<file path="src/dgw_regs.svh">
// Register offsets, field positions, reset values and timing counts for the glass data path
// Notes on behaviour
// Non-TFT bus width: code 00 four, 01 eight, 10 sixteen bits; 11 reserved.
// TFT display type always drives all sixteen glass data bits.
// Stagger 11: bit groups mod four delayed 0, 1/2, 1, 1 1/2 clock cycles.
// Stagger 10: even bits delayed one full clock cycle, odd bits undelayed.
// Stagger 01: odd bits delayed half a clock cycle, even bits undelayed.
// Stagger 00: all data bits launched together on one clock edge.
`ifndef DGW_REGS_SVH
`define DGW_REGS_SVH

`define DGW_CFG_ADDR      4'h0
`define DGW_CFG_RESET     16'h0000
`define DGW_CFG_WMASK     16'hf3e7
`define DGW_GWIDTH_HI     15
`define DGW_GWIDTH_LO     14
`define DGW_STAGGER_HI    13
`define DGW_STAGGER_LO    12
`define DGW_TEST_HI       9
`define DGW_TEST_LO       8
`define DGW_BPP_HI        7
`define DGW_BPP_LO        5
`define DGW_MODE_HI       2
`define DGW_MODE_LO       0
`define DGW_CLK_HZ        40000000
`define DGW_GCLK_DIV      2

`endif

</file>
<file path="src/dgw_pkg.sv">
// Types for the glass data width and stagger block
package dgw_pkg;

  typedef enum logic [1:0] {
    DGW_W4  = 2'h0,
    DGW_W8  = 2'h1,
    DGW_W16 = 2'h2,
    DGW_WRS = 2'h3
  } dgw_width_t;

  typedef enum logic [1:0] {
    DGW_STG_NONE = 2'h0,
    DGW_STG_ODD  = 2'h1,
    DGW_STG_EVEN = 2'h2,
    DGW_STG_QUAD = 2'h3
  } dgw_stagger_t;

  typedef enum logic [2:0] {
    DGW_MODE_OFF   = 3'h0,
    DGW_MODE_TFT   = 3'h1,
    DGW_MODE_MSTN  = 3'h2,
    DGW_MODE_CSTN  = 3'h3,
    DGW_MODE_RSV4  = 3'h4,
    DGW_MODE_RSV5  = 3'h5,
    DGW_MODE_RSV6  = 3'h6,
    DGW_MODE_RSV7  = 3'h7
  } dgw_mode_t;

  typedef struct packed {
    dgw_width_t   glass_width_sel;
    dgw_stagger_t data_stagger_sel;
    logic [1:0]   rsv_hi;
    logic [1:0]   test_pattern_sel;
    logic [2:0]   display_pixel_depth;
    logic [1:0]   rsv_lo;
    dgw_mode_t    display_type_sel;
  } dgw_cfg_t;

endpackage

</file>
<file path="src/dgw_tap_delay.sv">
// Selectable-depth delay line for one glass data bit
`timescale 1ns/100ps
module dgw_tap_delay
  import dgw_pkg::*;
#(
  parameter int DEPTH = 3
) (
  input  wire logic                       i_clock,
  input  wire logic                       i_nrst,
  input  wire logic                       i_d,
  input  wire logic [$clog2(DEPTH+1)-1:0] i_sel,
  output logic                            o_q
);

  logic [DEPTH-1:0] shift_r;
  logic [DEPTH:0]   taps;

  assign taps = {shift_r, i_d};

  // Shift chain
  always_ff @(posedge i_clock or negedge i_nrst) begin
    if (!i_nrst) begin
      shift_r <= '0;
    end else begin
      shift_r <= taps[DEPTH-1:0];
    end
  end

  // Output tap register
  always_ff @(posedge i_clock or negedge i_nrst) begin
    if (!i_nrst) begin
      o_q <= 1'b0;
    end else begin
      o_q <= taps[i_sel];
    end
  end

endmodule // dgw_tap_delay

</file>
<file path="src/dgw_top.sv">
// Display config register, glass bus width and data stagger launch
`timescale 1ns/100ps
`include "dgw_regs.svh"
module dgw_top
  import dgw_pkg::*;
#(
  parameter int GCLK_DIV = `DGW_GCLK_DIV,
  parameter int DW       = 16
) (
  input  wire logic          i_clock,
  input  wire logic          i_nrst,
  input  wire logic [3:0]    i_avs_address,
  input  wire logic          i_avs_read,
  input  wire logic          i_avs_write,
  input  wire logic [31:0]   i_avs_writedata,
  input  wire logic [3:0]    i_avs_byteenable,
  output logic      [31:0]   o_avs_readdata,
  output logic               o_avs_waitrequest,
  input  wire logic [DW-1:0] i_pix_data,
  output logic               o_pix_take,
  output logic               o_graphics_clock,
  output logic      [DW-1:0] o_glass_data,
  output logic      [DW-1:0] o_glass_lane_en
);

  localparam int HALF  = (GCLK_DIV / 2 < 1) ? 1 : GCLK_DIV / 2;
  localparam int DEPTH = 3 * HALF;
  localparam int SW    = $clog2(DEPTH + 1);
  localparam int CW    = $clog2(GCLK_DIV + 1);

  dgw_cfg_t      cfg_r;
  logic          ack_r;
  logic [CW-1:0] div_r;
  logic          gclk_en;
  logic [DW-1:0] launch_r;
  logic [DW-1:0] lane_en_r;
  logic          cfg_hit;

  ////////////////////////////////////////////////////////////////////////////
  // Functions

  // Half graphics clock steps for one bit
  function automatic logic [1:0] half_steps(input dgw_stagger_t stg, input int bitn);
    logic [1:0] s;
    s = 2'h0;
    unique case (stg)
      DGW_STG_QUAD: s = 2'(bitn % 4);
      DGW_STG_EVEN: s = (bitn % 2 == 0) ? 2'h2 : 2'h0;
      DGW_STG_ODD:  s = (bitn % 2 == 1) ? 2'h1 : 2'h0;
      DGW_STG_NONE: s = 2'h0;
    endcase
    return s;
  endfunction

  // Active glass lanes from width and type
  function automatic logic [DW-1:0] lane_mask(input dgw_width_t w, input dgw_mode_t m);
    logic [DW-1:0] k;
    k = '0;
    if (m == DGW_MODE_TFT) begin
      k = '1;
    end else begin
      unique case (w)
        DGW_W4:  k = DW'(16'h000f);
        DGW_W8:  k = DW'(16'h00ff);
        DGW_W16: k = DW'(16'hffff);
        DGW_WRS: k = '0;
      endcase
    end
    return k;
  endfunction

  ////////////////////////////////////////////////////////////////////////////
  // Avalon-MM slave

  assign cfg_hit           = (i_avs_address == `DGW_CFG_ADDR);
  assign o_avs_waitrequest = (i_avs_read | i_avs_write) & ~ack_r;

  always_ff @(posedge i_clock or negedge i_nrst) begin
    if (!i_nrst) begin
      ack_r <= 1'b0;
    end else begin
      ack_r <= (i_avs_read | i_avs_write) & ~ack_r;
    end
  end

  always_ff @(posedge i_clock or negedge i_nrst) begin
    if (!i_nrst) begin
      cfg_r <= dgw_cfg_t'(`DGW_CFG_RESET);
    end else if (i_avs_write && !ack_r && cfg_hit) begin
      if (i_avs_byteenable[0]) begin
        cfg_r[7:0] <= i_avs_writedata[7:0] & 8'(`DGW_CFG_WMASK);
      end
      if (i_avs_byteenable[1]) begin
        cfg_r[15:8] <= i_avs_writedata[15:8] & 8'(`DGW_CFG_WMASK >> 8);
      end
    end
  end

  always_ff @(posedge i_clock or negedge i_nrst) begin
    if (!i_nrst) begin
      o_avs_readdata <= 32'h0000_0000;
    end else if (i_avs_read && !ack_r) begin
      o_avs_readdata <= cfg_hit ? {16'h0000, 16'(cfg_r)} : 32'h0000_0000;
    end
  end

  ////////////////////////////////////////////////////////////////////////////
  // Graphics clock divider

  assign gclk_en    = (div_r == CW'(GCLK_DIV - 1));
  assign o_pix_take = gclk_en;

  always_ff @(posedge i_clock or negedge i_nrst) begin
    if (!i_nrst) begin
      div_r <= '0;
    end else begin
      div_r <= gclk_en ? '0 : div_r + CW'(1);
    end
  end

  always_ff @(posedge i_clock or negedge i_nrst) begin
    if (!i_nrst) begin
      o_graphics_clock <= 1'b0;
    end else begin
      o_graphics_clock <= (div_r < CW'(HALF));
    end
  end

  ////////////////////////////////////////////////////////////////////////////
  // Launch register and lane enables

  always_ff @(posedge i_clock or negedge i_nrst) begin
    if (!i_nrst) begin
      launch_r  <= '0;
      lane_en_r <= '0;
    end else if (gclk_en) begin
      lane_en_r <= lane_mask(cfg_r.glass_width_sel, cfg_r.display_type_sel);
      launch_r  <= i_pix_data & lane_mask(cfg_r.glass_width_sel, cfg_r.display_type_sel);
    end
  end

  always_ff @(posedge i_clock or negedge i_nrst) begin
    if (!i_nrst) begin
      o_glass_lane_en <= '0;
    end else begin
      o_glass_lane_en <= lane_en_r;
    end
  end

  ////////////////////////////////////////////////////////////////////////////
  // Per-bit stagger

  for (genvar b = 0; b < DW; b++) begin : g_bit
    logic [SW-1:0] sel;
    assign sel = SW'(half_steps(cfg_r.data_stagger_sel, b)) * SW'(HALF);
    dgw_tap_delay #(
      .DEPTH (DEPTH)
    ) u_dly (
      .i_clock (i_clock),
      .i_nrst  (i_nrst),
      .i_d     (launch_r[b]),
      .i_sel   (sel),
      .o_q     (o_glass_data[b])
    );
  end

endmodule // dgw_top

</file>
<file path="config.mk">
export PLATFORM = sky130hd
export DESIGN_NAME = dgw_top
export DESIGN_NICKNAME = d
export VERILOG_FILES = /design/src/dgw_pkg.sv /design/src/dgw_tap_delay.sv /design/src/dgw_top.sv
export VERILOG_INCLUDE_DIRS = /design/src
export SDC_FILE = /design/constraint.sdc
export NUM_CORES = 1
export LEC_CHECK = 0
export ABC_AREA = 1
export BUFFER_PORTS_ARGS = -buffer_cell sky130_fd_sc_hd__buf_4
export CAP_MARGIN = 20
export CORE_ASPECT_RATIO = 0.8
export CORE_UTILIZATION = 55
export CTS_CLUSTER_SIZE = 30
export DETAILED_ROUTE_END_ITERATION = 10
export GPL_ROUTABILITY_DRIVEN = 0
export PLACE_DENSITY = 0.83
export RECOVER_POWER = 25
export SYNTH_ARGS = -nofsm -noshare
export SYNTH_HDL_FRONTEND = slang
export SYNTH_HIERARCHICAL = 1
export SYNTH_SLANG_ARGS = --single-unit
</file>
<file path="constraint.sdc">
create_clock -name i_clock -period 3.15 [get_ports i_clock]
set_input_delay 0.1575 -clock i_clock [delete_from_list [all_inputs] [get_ports i_clock]]
set_output_delay 0.1575 -clock i_clock [all_outputs]
set_load 0.01 [all_outputs]
</file>
**Word level (Yosys, flattened, before mapping)**

Cells that the tools add are included.

- Equality and inequality tests: 8
- $lt $le $gt $ge: 5
- Add/subtract/negate cells: 1
- Reductions and logical operators: 14
- Bitwise operators: 4
- Muxes and demuxes: 41

Operators by type and width:

| kind | number |
|---|---|
| one-hot mux 16 bit (4 select lines) | 1 |
| 2-to-1 mux 16 bit | 3 |
| binary-select mux 1 bit (select 2 bit) | 16 |
| AND 16 bit | 1 |
| 2-to-1 mux 1 bit | 16 |
| less-than comparator 2 x 3 -> 1 bit (second input constant) | 4 |
| one-hot mux 2 bit (2 select lines) | 3 |
| equality test 2 bit (second input constant) | 4 |
| OR reduction 2 bit | 4 |
| equality test 2 x 1 -> 1 bit (second input constant) | 3 |
| one-hot mux 2 bit (3 select lines) | 1 |
| logical NOT 2 bit | 2 |
| logical NOT 4 bit | 1 |
| AND reduction 2 bit | 2 |
| equality test 3 x 1 -> 1 bit (second input constant) | 1 |
| logical AND 1 bit | 3 |
| OR reduction 3 bit | 1 |
| adder 2 x 1 -> 2 bit (second input constant) | 1 |
| less-than comparator 2 x 1 -> 1 bit (second input constant) | 1 |
| 2-to-1 mux 2 bit | 1 |
| AND 1 bit | 1 |
| logical NOT 1 bit | 1 |
| inverter 1 bit | 1 |
| bitwise OR 1 bit | 1 |

- Bits of input ports: 60
- Word-level logic and storage cells: 117
- Output and inout port bits: 67
- Flip-flop bits (word level): 160

**Longest topological paths before layout**

- Depth after elaboration: 5
- Mapped depth: 6

**Hierarchy**

Netlist, hierarchy kept.

Modules (own cells, without submodules):

| module | area each (um^2) | cells each | instances | sequential area each (um^2) |
|---|---|---|---|---|
| dgw_tap_delay | 151.4 | 17 | 16 | 100.1 |
| dgw_top | 2313.5 | 256 | 1 | 1251.2 |

**Worst setup path before layout**

OpenSTA, ideal clock, no wires.

- Path type: reg2out
- Start point: register ack_r
- End point: output port o_avs_waitrequest
- Arrival time: 927 ps
- Stages on the path, launching flop included: 3
- Buffers on the path: 1
- Data required time: 2992 ps
- Slack: 2065 ps
- Path through: dfrtp_1 clkbuf_2 o21ai_0

- Longest elaborated chain between the ends: 2

RTL lines:

| item | line | RTL |
|---|---|---|
| start, declared | dgw_top.sv:32 | `logic ack_r;` |
| start signal, assigned | dgw_top.sv:82 | `ack_r <= (i_avs_read \| i_avs_write) & ~ack_r;` |
| inverter 1 bit | dgw_top.sv:76 | `assign o_avs_waitrequest = (i_avs_read \| i_avs_write) & ~ack_r;` |
| AND 1 bit | dgw_top.sv:76 |  |
| end, declared | dgw_top.sv:18 | `output logic o_avs_waitrequest,` |

Every way passes these cells.

**Worst setup path in the final report**

- Start point: register ack_r
- End point: register cfg_r[15] in the netlist's numbering

- Longest elaborated chain between the ends: 4

RTL lines:

| item | line | RTL |
|---|---|---|
| logical NOT 1 bit | dgw_top.sv:89 | `end else if (i_avs_write && !ack_r && cfg_hit) begin` |
| logical AND 1 bit (2 in a row) | dgw_top.sv:89 |  |
| AND reduction 2 bit (no source line) | n/a |  |
| end signal, assigned | dgw_top.sv:88 | `` cfg_r <= dgw_cfg_t'(`DGW_CFG_RESET); `` |
| end, declared | dgw_top.sv:31 | `dgw_cfg_t cfg_r;` |

Every way passes these cells.
A chain may end at the register's enable or synchronous reset.

==> run_results.csv <==
group,metric,value,unit
cells_and_area,drive_gt1_frac,0.180,
sta,setup-tns-final,0,ns
drt,viasPerCell,4.73,
logic_synthesis,ys_types,18,
drt,dr.pass1.iters,4,
critical_path,required,3.60,ns
cells_and_area,stdcell_count,803,
power,p_seq_frac,0.410,
clocking,clk_path_buf_depth,2,
sta,worst-slew-pin-transition,1.38,ns
floorplan,die_area,8990,µm²
power,swShare,0.260,
placement,io_buffers,84,
floorplan,die_width,106,µm
critical_path,startpoint_type,"flip-flop",
power,vdd_drop_max,390,µV
clocking,ctsResizeCount,0,
drt,ant_nets,0,
placement,place_area,5390,µm²
floorplan,core_area,8130,µm²
cells_and_area,antennaDiodeCount,0,
cells_and_area,regArea,2850,µm²
drt,first_iter_violations,217,
critical_path,critPathKind,"reg -> reg",
sta,rsz0062_at_grt,"no",
global_routing,grt_pass1_vias,3808,
clocking,clock_latency,0.51,ns
critical_path,cp_max_fo,16,
clocking,clk_pin_slew_worst_paths,0.05,ns
drt,drt_wl_total,10900,µm
sta,finalSetupViolCount,0,
global_routing,track_usage,0.264,
drt,via_count,3801,
worst_hold_path,min_path_type,"in -> reg",
sta,timing.final.crit_share,0.584,
clocking,cts_tree,"done",
outcome,outcome,"finished clean",
power,combPwrFrac,0.147,
power,p_clk_frac,0.442,
job,maxCapViolCount,0,
logic_synthesis,yosysSeqAreaShare,0.602,
floorplan,start_util,0.583,
cells_and_area,multiInputGateArea,1360,µm²
floorplan,row_count,29,
clocking,h-tree-depth,4,
cells_and_area,final_cell_mix,"nand2_1 (162), dfrtp_1 (114), inv_1 (104)",
sta,fmax,543,MHz
sta,finalHoldViolations,0,
placement,dp_cells,729,
cells_and_area,num-fill-cells,491,
power,p_int,3.31,mW
power,p_leak,3.43,nW
drt,wire_per_inst,13.5,µm
cells_and_area,syn2layout_area_growth,35.7,%
sta,fin_skew,0.00806,ns
logic_synthesis,syn_area,4740,µm²
logic_synthesis,syn_avg_cell_area,8.97,µm²
clocking,clock-sinks,114,
drt,drc_errors,0,
cells_and_area,nets,744,
global_routing,grt_max_degree,58,
clocking,clock-root-buffer,"clkbuf_8",
logic_synthesis,ys_ff_latch,114,
cells_and_area,finish.instance_area,6430,µm²
critical_path,worst_setup_path_end_kind,"flip-flop",
clocking,cts_buffers,17,
logic_synthesis,ys.warnings.count,6,
global_routing,grt_remaining_overflow,0,
global_routing,antenna_found_initial,0,
power,cellPowerDensity,696,nW/µm²
sta,drv_slew,0,
placement,dp.final_hpwl,6440,µm
sta,min_period,1.84,ns
cells_and_area,utilization,0.791,
floorplan,die_h,85.0,µm
critical_path,arrival,2.29,ns
logic_synthesis,synthCells,528,
clocking,cts_setup_buffers,0,
sta,slew_headroom,0.0823,
power,switchingPower,1.17,mW
cells_and_area,layout.cells.most_common,"nand2_1",
global_routing,grt_pass1_wl,17800,µm
floorplan,ios,127,
critical path, cell delays in order, from the launching register on:
cell           delay (ns)
dfrtp_1              0.55
inv_2                0.14
nand2_4              0.06
nor2_4               0.24
nand3_1              0.12
dlygate4sd3_1        0.59
nand2_1              0.08
cell families after synthesis:
kind of cell    count (synthesis)  share of synthesized area
fa+ha+maj                       2                    0.00528
flops                         114                      0.602
compound gates                 25                     0.0264
simple gates                  236                      0.214
buf+inv                       150                      0.151
other cells                     1                   0.000792
synthesized netlist by cell type:
master,count,area share
o21ai_1,10,0.011
nand3_1,60,0.063
conb_1,1,0.00079
nor2_4,4,0.0095
inv_2,3,0.0024
nor2_1,5,0.0040
dfrtp_1,114,0.60
clkbuf_2,2,0.0021
buf_4,36,0.057
nand4_1,2,0.0026
nor2_2,1,0.0013
ha_1,2,0.0053
nand2_1,162,0.13
o21ai_0,15,0.016
buf_6,2,0.0048
nand2_4,2,0.0048
clkbuf_1,4,0.0032
inv_1,103,0.082
final timing paths:
| kind | start | end | slack (ns) | depth (start not counted) |
|---|---|---|---|---|
| setup / recovery | ack_r$_DFF_PN0_ | cfg_r[15]$_DFFE_PN0P_ | 1.31 | 6 |
| hold / removal | i_avs_address[0] | o_avs_readdata[9]$_DFFE_PN0P_ | 0.05 | 4 |
| setup reg to reg | ack_r$_DFF_PN0_ | cfg_r[15]$_DFFE_PN0P_ | 1.31 | 6 |
| hold reg to reg | g_bit[1].u_dly/shift_r[1]$_DFF_PN0_ | g_bit[1].u_dly/shift_r[2]$_DFF_PN0_ | 0.37 | 0 |
| max in group asynchronous | i_nrst | g_bit[1].u_dly/shift_r[2]$_DFF_PN0_ | 1.51 | 3 |
| min in group asynchronous | i_nrst | g_bit[8].u_dly/shift_r[2]$_DFF_PN0_ | 0.50 | 2 |
through the flow:
stage          total power, mW  setup slack [ns]  hold WS, ns
3_3_place_gp              2.42              1.55        0.241
4_1_cts                   4.49              1.34       0.0372
3_5_place_dp              2.46              1.47        0.247
6_report                  4.48              1.31       0.0507
2_1_floorplan             2.21              2.07       -0.138
5_1_grt                   4.67              1.18       0.0599
area by class of cell:
type                       instances  area share
inverter                         106      0.0619
clock inverter                    10      0.0241
timing repair buffer             128       0.165
sequential                       114       0.444
clock buffer                      22      0.0720
tap                              108      0.0210
multi-input combinational        315       0.211
per-layer routing:
metal / vias to the layer above / global-route usage / wire (µm)
met5: - / 0 / 0
met1: 1847 / 0.312 / 4350
met2: 119 / 0.462 / 5760
met3: 27 / 0.0599 / 498
met4: 0 / 0.124 / 263
li1: 1808 / - / -
power by group through the flow:
stage | clock (mW) | sequential [mW] | combinational [mW]
floorplan | 0 | 1.83 | 0.379
global placement | 0 | 1.84 | 0.583
detailed placement | 0 | 1.85 | 0.612
CTS | 2.00 | 1.84 | 0.654
global route | 2.07 | 1.86 | 0.735
finish | 1.98 | 1.84 | 0.659
registers in the layout, summed over array words and instances (netlist names):
register	cells
ack_r	1
g_bit.u_dly/shift_r	48
g_bit.u_dly/o_q	16
o_avs_readdata	12
o_graphics_clock	1
o_glass_lane_en	3
cfg_r	12
launch_r	16
lane_en_r	3
div_r	2
what timing repair did:
item                                    CTS  global route
hold buffers                             42             0
endpoints found under the setup margin    0             0
endpoints found under the hold margin    84             0
Note: power is estimated with default switching activity, not from simulation.
